`src/core/feac_regs_consts.vh`:
```
/*
  Constants for the alarm latch, frame-bit error counter and transmit
  far-end alarm word block: register offsets, field positions, reset
  values and word layout.
  Assumes inclusion by bare name from files under core/.
*/
`ifndef FEAC_REGS_CONSTS_VH
`define FEAC_REGS_CONSTS_VH

// register offsets on the processor port
`define ADDR_W 6
`define OFS_LATCHED_STATUS 6'h17
`define OFS_FACTORY_TEST_A 6'h18
`define OFS_C3_INHIBIT 6'h19
`define OFS_FACTORY_TEST_B 6'h1A
`define OFS_FM_ERR_COUNT 6'h1B
`define OFS_ALARM_TX_WORD 6'h1C

// field positions
`define BIT_CBIT_ERROR 7
`define BIT_C3_INHIBIT 7
`define BIT_TX_GO 7
`define BIT_TX_REPEAT 6
`define TRIB_MSB 6
`define CODE_MSB 5
`define TEST_BITS_MSB 6

// reset values
`define RST_BYTE 8'h00
`define RST_TRIB 7'h00
`define RST_TEST_BITS 7'h00
`define RST_CODE 6'h00

// counter limits
`define FM_COUNT_MAX 8'hFF
`define FM_COUNT_ONE 8'h01

// alarm word layout and repetition
`define WORD_TAIL 8'hFF
`define WORD_LAST_BIT 4'hF
`define WORD_REPEATS_LAST 4'h9
`define IDX_ZERO 4'h0
`define IDX_ONE 4'h1

`endif

```
`src/core/alarm_word_shifter.v`:
```
/*
  Serial sender for the 16-bit far-end alarm word, one bit per C3 slot.
  Assumes a one-cycle slot strobe from the transmit framer on core_clk,
  and a go level held by the register block for as long as it runs.
*/
`timescale 1ns/1ps
`default_nettype none
`include "feac_regs_consts.vh"

module alarm_word_shifter (
   // clock and reset
   input wire core_clk,
   input wire nrst,
   // control from the register block
   input wire start,
   input wire run,
   input wire repeat_forever,
   input wire [`CODE_MSB:0] code,
   // framer timing
   input wire c3_slot,
   // serial result
   output reg word_bit,
   output reg last_word_done
);

   reg [3:0] bit_idx;
   reg [3:0] word_cnt;
   wire [15:0] word;

   // zero, six code bits in sending order, zero, eight ones
   assign word = {1'b0, code, 1'b0, `WORD_TAIL};

   // one bit per slot, msb first; counts finished words
   always @(posedge core_clk or negedge nrst) begin
      if (!nrst) begin
         bit_idx <= `IDX_ZERO;
         word_cnt <= `IDX_ZERO;
         word_bit <= 1'b1;
         last_word_done <= 1'b0;
      end else begin
         last_word_done <= 1'b0;
         if (start) begin
            bit_idx <= `IDX_ZERO;
            word_cnt <= `IDX_ZERO;
         end else if (run && c3_slot) begin
            word_bit <= word[`WORD_LAST_BIT - bit_idx];
            bit_idx <= bit_idx + `IDX_ONE;
            if (bit_idx == `WORD_LAST_BIT) begin
               word_cnt <= word_cnt + `IDX_ONE;
               // tenth word out ends a counted message
               if (!repeat_forever && word_cnt == `WORD_REPEATS_LAST) begin
                  last_word_done <= 1'b1;
               end
            end
         end else if (!run) begin
            word_bit <= 1'b1;
         end
      end
   end

endmodule // alarm_word_shifter

`default_nettype wire

```
`src/core/feac_tx_and_alarm_latch_regs.v`:
```
/*
  Latched C-bit error and tributary out-of-frame status, C3 clock
  inhibit control, saturating DS3 F/M-bit error counter and the
  transmit far-end alarm word controller of a DS3/DS1 multiplexer.
  Registers: latched status clears on read, inhibit and test storage
  are read/write, the error counter zeroes on read, and the alarm word
  register starts, stops and reports the serial sender.
  Assumes the processor port and all line-side strobes and levels are
  synchronous to core_clk, except ext_c3_data, which comes from a pin.
  Also assumes one c3_slot strobe per M-frame, never in the cycle that
  follows a start write, and a processor that stops a running word
  before it loads the next one.
*/
// Functional notes
// - latched status: bit 7 sticky C-bit error, bits 6-0 tributary out-of-frame
// - C-bit error flag sets the first time a received C1 bit is zero
// - reading the latched status register clears every set bit
// - out-of-frame still present after the clearing read sets its flag again
// - inhibit bit 7 zero adds an extra C3 clock pulse; one suppresses it
// - inhibit zero takes alarm message bits from the external C-bit interface
// - 8-bit counter of F/M-bit errors since last read, saturating
// - error counter holds while DS3 loss of signal or out-of-frame
// - reading the error counter returns its value then zeroes it
// - writing one to bit 7 starts sending; reading it shows busy
// - bit 6 one repeats forever, zero sends the word ten times
// - bits 5-0 hold the six code bits in sending order
// - each word is zero, six code bits, zero, eight ones
// - after the tenth word bit 7 clears to show completion
// - writing bits 7 and 6 zero stops a continuous transmission
`timescale 1ns/1ps
`default_nettype none
`include "feac_regs_consts.vh"

module feac_tx_and_alarm_latch_regs (
   // clock and reset
   input wire core_clk,
   input wire nrst,
   // processor port, one-cycle read and write strobes
   input wire cpu_sel,
   input wire cpu_rd,
   input wire cpu_wr,
   input wire [`ADDR_W-1:0] cpu_addr,
   input wire [7:0] cpu_wdata,
   output reg [7:0] cpu_rdata,
   // receive framer status
   input wire rx_c1_zero,
   input wire [`TRIB_MSB:0] tributary_oof,
   input wire rx_fm_bit_error,
   input wire ds3_los,
   input wire ds3_oof,
   // transmit framer and external C-bit interface
   input wire c3_slot,
   input wire ext_c3_data,
   output reg c3_tx_bit,
   output reg cbit_tx_clock_c3_pulse,
   output reg c3_clock_inhibit_out,
   output reg alarm_tx_busy
);

   // sticky status flags
   reg cbit_error_sticky;
   reg [`TRIB_MSB:0] tributary_out_of_frame_sticky;

   // control and storage
   reg c3_clock_inhibit;
   reg [`TEST_BITS_MSB:0] c3_test_bits;
   reg [7:0] factory_test_a;
   reg [7:0] factory_test_b;
   reg [7:0] frame_bit_error_count;

   // alarm word controller
   reg alarm_tx_go;
   reg alarm_tx_repeat_select;
   reg [`CODE_MSB:0] alarm_tx_code;
   reg alarm_tx_start;

   // pin synchroniser for external C3 data
   reg ext_c3_meta;
   reg ext_c3_sync;

   // next values
   reg next_cbit_error_sticky;
   reg [`TRIB_MSB:0] next_trib_sticky;
   reg [7:0] next_fm_count;
   reg next_go;
   reg [7:0] next_rdata;
   reg next_c3_tx_bit;

   wire word_bit;
   wire last_word_done;

   // address decode helper, used by reads and writes alike
   function hit;
      input [`ADDR_W-1:0] addr;
      input [`ADDR_W-1:0] ofs;
      begin
         hit = (addr == ofs);
      end
   endfunction

   wire rd_any;
   wire wr_any;
   wire rd_status;
   wire rd_count;
   wire wr_test_a;
   wire wr_inhibit;
   wire wr_test_b;
   wire wr_word;

   assign rd_any = cpu_sel & cpu_rd;
   assign wr_any = cpu_sel & cpu_wr;
   assign rd_status = rd_any & hit(cpu_addr, `OFS_LATCHED_STATUS);
   assign rd_count = rd_any & hit(cpu_addr, `OFS_FM_ERR_COUNT);
   assign wr_test_a = wr_any & hit(cpu_addr, `OFS_FACTORY_TEST_A);
   assign wr_inhibit = wr_any & hit(cpu_addr, `OFS_C3_INHIBIT);
   assign wr_test_b = wr_any & hit(cpu_addr, `OFS_FACTORY_TEST_B);
   assign wr_word = wr_any & hit(cpu_addr, `OFS_ALARM_TX_WORD);

   // alarm word write intents and counter qualifiers
   wire wr_start;
   wire wr_stop;
   wire fm_count_enable;
   wire fm_at_max;
   wire shifter_run;

   assign wr_start = wr_word & cpu_wdata[`BIT_TX_GO];
   assign wr_stop = wr_word & ~cpu_wdata[`BIT_TX_GO] & alarm_tx_repeat_select
      & ~cpu_wdata[`BIT_TX_REPEAT];
   // counting halts while the DS3 signal or its framing is lost
   assign fm_count_enable = rx_fm_bit_error & ~ds3_los & ~ds3_oof;
   assign fm_at_max = (frame_bit_error_count == `FM_COUNT_MAX);
   // the start cycle only rewinds the sender
   assign shifter_run = alarm_tx_go & ~alarm_tx_start;

   // sticky flags: read clears, a new event in the same cycle wins
   always @* begin
      next_cbit_error_sticky = cbit_error_sticky;
      next_trib_sticky = tributary_out_of_frame_sticky;
      if (rd_status) begin
         next_cbit_error_sticky = 1'b0;
         next_trib_sticky = `RST_TRIB;
      end
      if (rx_c1_zero) begin
         next_cbit_error_sticky = 1'b1;
      end
      // a level still present relatches right after the read
      next_trib_sticky = next_trib_sticky | tributary_oof;
   end

   // frame-bit error counter: saturates, holds in alarm, zeroes on read
   always @* begin
      next_fm_count = frame_bit_error_count;
      if (rd_count) begin
         next_fm_count = `RST_BYTE;
      end
      if (fm_count_enable) begin
         if (rd_count) begin
            next_fm_count = `FM_COUNT_ONE;
         end else if (!fm_at_max) begin
            next_fm_count = frame_bit_error_count + `FM_COUNT_ONE;
         end
      end
   end

   // go bit: write starts, bits 7 and 6 zero stop continuous, tenth word ends
   always @* begin
      next_go = alarm_tx_go;
      if (last_word_done) begin
         next_go = 1'b0;
      end
      if (wr_start) begin
         next_go = 1'b1;
      end else if (wr_stop) begin
         next_go = 1'b0;
      end
   end

   // read data mux; unmapped offsets read zero
   always @* begin
      next_rdata = `RST_BYTE;
      case (cpu_addr)
         `OFS_LATCHED_STATUS: begin
            next_rdata = {cbit_error_sticky, tributary_out_of_frame_sticky};
         end
         `OFS_FACTORY_TEST_A: begin
            next_rdata = factory_test_a;
         end
         `OFS_C3_INHIBIT: begin
            next_rdata = {c3_clock_inhibit, c3_test_bits};
         end
         `OFS_FACTORY_TEST_B: begin
            next_rdata = factory_test_b;
         end
         `OFS_FM_ERR_COUNT: begin
            next_rdata = frame_bit_error_count;
         end
         `OFS_ALARM_TX_WORD: begin
            next_rdata = {alarm_tx_go, alarm_tx_repeat_select, alarm_tx_code};
         end
         default: begin
            next_rdata = `RST_BYTE;
         end
      endcase
   end

   // sticky status flags
   always @(posedge core_clk or negedge nrst) begin
      if (!nrst) begin
         cbit_error_sticky <= 1'b0;
         tributary_out_of_frame_sticky <= `RST_TRIB;
      end else begin
         cbit_error_sticky <= next_cbit_error_sticky;
         tributary_out_of_frame_sticky <= next_trib_sticky;
      end
   end

   // frame-bit error counter
   always @(posedge core_clk or negedge nrst) begin
      if (!nrst) begin
         frame_bit_error_count <= `RST_BYTE;
      end else begin
         frame_bit_error_count <= next_fm_count;
      end
   end

   // processor read data, captured before the clear takes hold
   always @(posedge core_clk or negedge nrst) begin
      if (!nrst) begin
         cpu_rdata <= `RST_BYTE;
      end else if (rd_any) begin
         cpu_rdata <= next_rdata;
      end
   end

   // factory test storage; needs no write to work
   always @(posedge core_clk or negedge nrst) begin
      if (!nrst) begin
         factory_test_a <= `RST_BYTE;
         factory_test_b <= `RST_BYTE;
      end else begin
         if (wr_test_a) begin
            factory_test_a <= cpu_wdata;
         end
         if (wr_test_b) begin
            factory_test_b <= cpu_wdata;
         end
      end
   end

   // C3 clock inhibit control and its test bits
   always @(posedge core_clk or negedge nrst) begin
      if (!nrst) begin
         c3_clock_inhibit <= 1'b0;
         c3_test_bits <= `RST_TEST_BITS;
      end else begin
         if (wr_inhibit) begin
            c3_clock_inhibit <= cpu_wdata[`BIT_C3_INHIBIT];
            c3_test_bits <= cpu_wdata[`TEST_BITS_MSB:0];
         end
      end
   end

   // alarm word register; mode and code reload on every write
   always @(posedge core_clk or negedge nrst) begin
      if (!nrst) begin
         alarm_tx_go <= 1'b0;
         alarm_tx_repeat_select <= 1'b0;
         alarm_tx_code <= `RST_CODE;
         alarm_tx_start <= 1'b0;
      end else begin
         alarm_tx_go <= next_go;
         alarm_tx_start <= wr_start;
         if (wr_word) begin
            alarm_tx_repeat_select <= cpu_wdata[`BIT_TX_REPEAT];
            alarm_tx_code <= cpu_wdata[`CODE_MSB:0];
         end
      end
   end

   // two-stage synchroniser on the external C3 data pin
   always @(posedge core_clk or negedge nrst) begin
      if (!nrst) begin
         ext_c3_meta <= 1'b1;
         ext_c3_sync <= 1'b1;
      end else begin
         ext_c3_meta <= ext_c3_data;
         ext_c3_sync <= ext_c3_meta;
      end
   end

   // serial word sender; a slot in the start cycle is skipped
   alarm_word_shifter u_shifter (
      .core_clk(core_clk),
      .nrst(nrst),
      .start(alarm_tx_start),
      .run(shifter_run),
      .repeat_forever(alarm_tx_repeat_select),
      .code(alarm_tx_code),
      .c3_slot(c3_slot),
      .word_bit(word_bit),
      .last_word_done(last_word_done)
   );

   // C3 source: synced external data while inhibit is clear
   always @* begin
      next_c3_tx_bit = word_bit;
      if (!c3_clock_inhibit) begin
         next_c3_tx_bit = ext_c3_sync;
      end
   end

   // C3 bit toward the framer, idle one out of reset
   always @(posedge core_clk or negedge nrst) begin
      if (!nrst) begin
         c3_tx_bit <= 1'b1;
      end else begin
         c3_tx_bit <= next_c3_tx_bit;
      end
   end

   // extra transmit clock pulse for the C3 bit, held off by inhibit
   always @(posedge core_clk or negedge nrst) begin
      if (!nrst) begin
         cbit_tx_clock_c3_pulse <= 1'b0;
      end else begin
         cbit_tx_clock_c3_pulse <= c3_slot & ~c3_clock_inhibit;
      end
   end

   // copies of inhibit and go for the line side
   always @(posedge core_clk or negedge nrst) begin
      if (!nrst) begin
         c3_clock_inhibit_out <= 1'b0;
         alarm_tx_busy <= 1'b0;
      end else begin
         c3_clock_inhibit_out <= c3_clock_inhibit;
         alarm_tx_busy <= alarm_tx_go;
      end
   end

endmodule // feac_tx_and_alarm_latch_regs

`default_nettype wire

```
`config.mk`:
```
export PLATFORM = sky130hd
export DESIGN_NAME = feac_tx_and_alarm_latch_regs
export DESIGN_NICKNAME = d
export VERILOG_FILES = /design/src/core/alarm_word_shifter.v /design/src/core/feac_tx_and_alarm_latch_regs.v
export VERILOG_INCLUDE_DIRS = /design/src /design/src/core
export SDC_FILE = /design/constraint.sdc
export NUM_CORES = 1
export LEC_CHECK = 0
export ABC_CLOCK_PERIOD_IN_PS = 1800
export BUFFER_PORTS_ARGS = -buffer_cell sky130_fd_sc_hd__clkbuf_2
export CAP_MARGIN = 20
export CORE_AREA = 2 2 86 88
export DETAILED_ROUTE_END_ITERATION = 10
export DIE_AREA = 0 0 88 90
export PLACE_DENSITY = 0.69
export SYNTH_ARGS = -nofsm -noshare
export SYNTH_HDL_FRONTEND = slang
export SYNTH_SLANG_ARGS = --single-unit
```
`constraint.sdc`:
```
create_clock -name core_clk -period 1.8 [get_ports core_clk]
set_input_delay 0.27 -clock core_clk [delete_from_list [all_inputs] [get_ports core_clk]]
set_output_delay 0.27 -clock core_clk [all_outputs]
set_load 0.02 [all_outputs]
```
-- Word-level counts from Yosys, hierarchy flattened
Cells that the tools add are included.
- flip-flop bits (word level): 73
- output and inout bits: 12
- word-level logic and storage cells: 94
- bitwise operators: 23
- reduce and logical (&&, ||, !) cells: 9
- equal/unequal tests: 10
- add/subtract/negate cells: 4
- magnitude comparators: 1
- multiplexer cells: 25
- operators with widths (operator ; count):
    $pmux 8 s6 ; 1
    $eq 6x5->1 const B ; 6
    $mux 8 ; 4
    $mux 4 ; 5
    $and 1x1->1 ; 16
    $mux 1 ; 13
    $add 4x1->4 const B ; 2
    $add 8x1->8 const B ; 1
    $eq 4x4->1 const B ; 2
    $eq 8x8->1 const B ; 1
    $mux 7 ; 1
    $or 7x7->7 ; 1
    $not 1->1 ; 6
    $reduce_bool 2->1 ; 3
    $lt 4x5->1 const B ; 1
    $bmux 1 s4 ; 1
    $reduce_and 2->1 ; 2
    $sub 4x4->4 const A ; 1
    $reduce_bool 3->1 ; 1
    $logic_and 1x1->1 ; 2
    $ne 2x2->1 const B ; 1
    $logic_not 1->1 ; 1

-- Longest topological paths before layout
- depth in word-level cells: 7
- gate-level depth with buffers: 6
- mapped depth without buffers: 5

-- Modules after synthesis
From an unflattened synthesis, not the netlist that was laid out.
- cells, all modules: 279
- area total of the unflattened synthesis: 3428.3 µm²
- modules (own cells, without submodules) (module ; cells an instance ; times used ; seq. area each (µm²) ; area each (µm²)):
    feac_tx_and_alarm_latch_regs ; 222 ; 1 ; 1580.3 ; 2865.2
    alarm_word_shifter ; 57 ; 1 ; 251.5 ; 563.0

-- Worst setup path before layout
OpenSTA, ideal clock, no wires.
- path type: input port to flip-flop
- start point: input port cpu_addr[5]
- end point: register alarm_tx_code[1]
- library setup time: 0.125 ns
- data arrival time: 1.362 ns
- required time: 1.675 ns
- cell stages on the path: 3
- setup slack: 0.314 ns
- cells stage by stage: nand3b_2 nor4_4 mux2_2
- word-level cells in the longest chain between the ends: 2
- ends and longest elaborated chain (item ; RTL line ; text):
    start: declaration ; feac_tx_and_alarm_latch_regs.v:42 ; input wire [`ADDR_W-1:0] cpu_addr,
    $eq 6x5->1 ; feac_tx_and_alarm_latch_regs.v:97 ; hit = (addr == ofs);
    $and 1x1->1 ; feac_tx_and_alarm_latch_regs.v:117 ; assign wr_word = wr_any & hit(cpu_addr, `OFS_ALARM_TX_WORD);
    end signal: assignment ; feac_tx_and_alarm_latch_regs.v:268 ; alarm_tx_code <= `RST_CODE;
    end signal: assignment ; feac_tx_and_alarm_latch_regs.v:275 ; alarm_tx_code <= cpu_wdata[`CODE_MSB:0];
    end: declaration ; feac_tx_and_alarm_latch_regs.v:74 ; reg [`CODE_MSB:0] alarm_tx_code;
Every way passes these cells.
A chain may end at the register's enable or synchronous reset.

-- Worst setup path after layout
- start point: register frame_bit_error_count[0]
- end point: register frame_bit_error_count[1]
- word-level cells in the longest chain between the ends: 4
- elaborated cells between the ends (all ways): 5
- classes of those cells: add/sub: 1; eq/ne: 1; mux: 3
- ends and longest elaborated chain (item ; RTL line ; text):
    start: declaration ; feac_tx_and_alarm_latch_regs.v:69 ; reg [7:0] frame_bit_error_count;
    start signal: assignment ; feac_tx_and_alarm_latch_regs.v:220 ; frame_bit_error_count <= `RST_BYTE;
    start signal: assignment ; feac_tx_and_alarm_latch_regs.v:222 ; frame_bit_error_count <= next_fm_count;
    $add 8x1->8 (no source line) or $eq 8x8->1 (tied branches) ; - ;
    $mux 8 (*) ; feac_tx_and_alarm_latch_regs.v:159 ; end else if (!fm_at_max) begin
    $mux 8 (*) ; feac_tx_and_alarm_latch_regs.v:157 ; if (rd_count) begin
    $mux 8 (*) ; feac_tx_and_alarm_latch_regs.v:156 ; if (fm_count_enable) begin
    named net next_fm_count[1] ; feac_tx_and_alarm_latch_regs.v:84 ; reg [7:0] next_fm_count;
Mark *: on every way through the listed nets, which the timed path passes. The rest lies on a longest branch.

==> metrics.yaml <==
status:
  outcome: "complete, no violations"
clock_tree:
  cts.clk_slew.worst_paths_ns: 0.07
  htree_levels: 3
  cts_buffers: 9
  post_cts_resized: 0
  clock_path_buffers: 2
  cts.sinks: 73
  clock_latency_ns: 0.34
  cts_tree: "built"
  root_buffer: "clkbuf_8"
critical_path:
  cp-start-kind: "register"
  crit_arrival_ns: 1.80
  path_cells: "ha_1 > nand2_1 > o31ai_1 > mux2i_1 > nor2_1"
  path_max_fanout: 4
  slowest_stage: "o31ai_1"
  endpoint_kind: "register"
  crit_required_ns: 2.04
  critPathMaxStageDelay_ns: 0.46
  worstSetupPathType: "reg2reg"
logic_synthesis:
  synth_common_cells: "69 x dfrtp_1, 31 x mux2_2, 22 x nor2_1, 18 x nand2_1, 15 x a21oi_1"
  synth_area_um2: 3390
  async_flop_share_pct: 100
  synth_top_area_share_pct: 51.0
  synth.distinct_cells: 51
  avgSynthCellArea_um2: 12.0
  synthTopCellsByArea: "dfrtp_1 51%, mux2_2 10%, mux4_2 4.0%, dfstp_2 3.1%, nor2_1 2.4%"
  synth_warnings: 0
  synth_fp_nets: 317
  yosysSeqAreaShare_pct: 54.1
  syn-instance-count: 281
  synth_edf_count: 0
  ys_ff_latch: 73
  ys_dominant_reg_cell: "dfrtp_1"
  yosysMostFrequentCell: "dfrtp_1"
  synth_top_cell_by_area: "dfrtp_1"
die:
  dieWidth_um: 88
  die_h_um: 90
  ioPinCount: 44
  core_um2: 7020
  die_area_um2: 7920
  initial_utilization_pct: 48.2
  num_rows: 31
timing:
  worst_slew_pin_slew_ns: 0.737
  final.period_utilization_pct: 87.0
  slew_headroom_pct: 50.5
  fin_skew_ns: 0.00941
  setup_viol: 0
  hold_violations: 0
  tns_ns: 0
  rsz0062_at_grt: "false"
  setup_ws_ns: 0.234
  fmax_ghz: 0.639
  slew_viol_final: 0
  holdWs_ns: 0.0991
  period_minus_slack_ns: 1.57
layout:
  utilization_pct: 57.2
  stdcell_count: 450
  final_cell_area_um2: 4020
  syn2layout_area_growth_pct: 18.6
  drive_gt1_share_pct: 35.3
  antenna_cells: 0
  nets: 382
global_routing:
  grt_remaining_overflow: 0
  grt_pass1_wl_mm: 11.8
  grt_pass1_vias: 2364
  groute.usage.overall_pct: 19.7
  grt_antenna_before_repair: 0
  grt_max_degree: 28
worst_hold_path:
  hold_class: "in2reg"
route:
  vias: 2401
  drt_iter0_markers: 99
  wl_per_cell_um: 16.1
  final_antenna_net_count: 0
  wl_mm: 7.23
  drc: 0
  firstDrtPassIters: 4
  viasPerCell: 5.34
pwr:
  power_mw: 3.70
  cellPowerDensity_nw_per_um2: 922
  ir_drop_mv: 0.552
  leakage_nw: 1.84
place:
  hpwl_mm: 5.39
  port_buffers: 43
  dp_slack_ns: 0.0399
  dpl_cell_area_um2: 3830
  dp.cells: 432
  place_congestion: 0.873
flow_run:
  maxCapViolations: 0
cell usage in the layout, fill, tap and decap left out, types with 6 or more instances in the layout:
| master | synthesis | final |
|---|---|---|
| dfrtp_1 | 69 | 69 |
| clkbuf_2 | 0 | 42 |
| mux2_2 | 31 | 31 |
| nor2_1 | 22 | 22 |
| nand2_1 | 18 | 18 |
| buf_4 | 1 | 18 |
| a21oi_1 | 15 | 15 |
| nor3_1 | 11 | 11 |
| clkbuf_8 | 0 | 10 |
| inv_1 | 8 | 8 |
| a21o_1 | 8 | 8 |
| a221oi_1 | 8 | 8 |
| mux4_2 | 6 | 6 |
timing repair:
action                                 CTS  global route
endpoints found under the hold margin   23             1
setup buffers                            0             0
hold buffers                             1             1
area by class of cell:
cell class	instances	area, um^2
flip-flops and latches	73	1830
well taps	99	124
repair buffers	65	410
fillers	579	3000
clock inverters	1	5.00
inverters	8	30.0
multi-input cells	189	1460
clock buffers	15	156
logic make-up (layout without fill, tap and decap cells):
group | count (synthesis) | after routing | share of synthesized area (%)
and+or+nand+nor | 88 | 88 | 14.4
DFF | 73 | 73 | 54.1
AOI/OAI and AO/OA | 49 | 49 | 9.90
muxes | 42 | 42 | 15.8
buffers and inverters | 19 | 89 | 2.81
xor gates and xnor gates | 6 | 6 | 1.55
adders and majority gates | 4 | 4 | 1.48
worst paths after layout:
path	startpoint	end	slack, ns	cells past startpoint
min in group asynchronous	nrst	u_shifter.bit_idx[0]	0.46	2
worst max register to register	frame_bit_error_count[0]	frame_bit_error_count[1]	0.23	5
worst min-delay path	tributary_oof[6]	tributary_out_of_frame_sticky[6]	0.1	2
worst max-delay path	frame_bit_error_count[0]	frame_bit_error_count[1]	0.23	5
worst min register to register	ext_c3_meta	ext_c3_sync	0.36	0
max in group asynchronous	nrst	ext_c3_meta	0.72	3
routing by layer:
metal  vias to the layer above  global-route usage [%]  share of wire (%)
li1                       1153                       -                  -
met1                      1172                    28.6                 48
met2                        64                    29.0                 46
met3                        12                    4.78                4.4
met4                         0                    6.92                1.8
met5                         -                       0                  0
power breakdown:
group | leakage [nW] | switching [mW] | internal [mW]
clock network | 0.0817 | 0.561 | 0.540
logic | 0.848 | 0.331 | 0.300
registers | 0.909 | 0.156 | 1.82
total | 1.84 | 1.05 | 2.66
state kept, by name, indices dropped and copies added (netlist names), 4 cells and up:
signal                         cells
cpu_rdata                          8
factory_test_a                     8
u_shifter.bit_idx                  4
frame_bit_error_count              8
factory_test_b                     8
alarm_tx_code                      6
u_shifter.word_cnt                 4
tributary_out_of_frame_sticky      7
c3_test_bits                       7
critical path, delay by kind of cell (launching register included):
| family | cells | cell delay, ns |
|---|---|---|
| AO/OA/AOI/OAI | 1 | 0.46 |
| adder cells (fa/ha/maj) | 1 | 0.22 |
| flip-flops | 1 | 0.37 |
| multiplexers | 1 | 0.23 |
| AND/OR/NAND/NOR | 2 | 0.18 |
(Power assumes the default switching activity.)
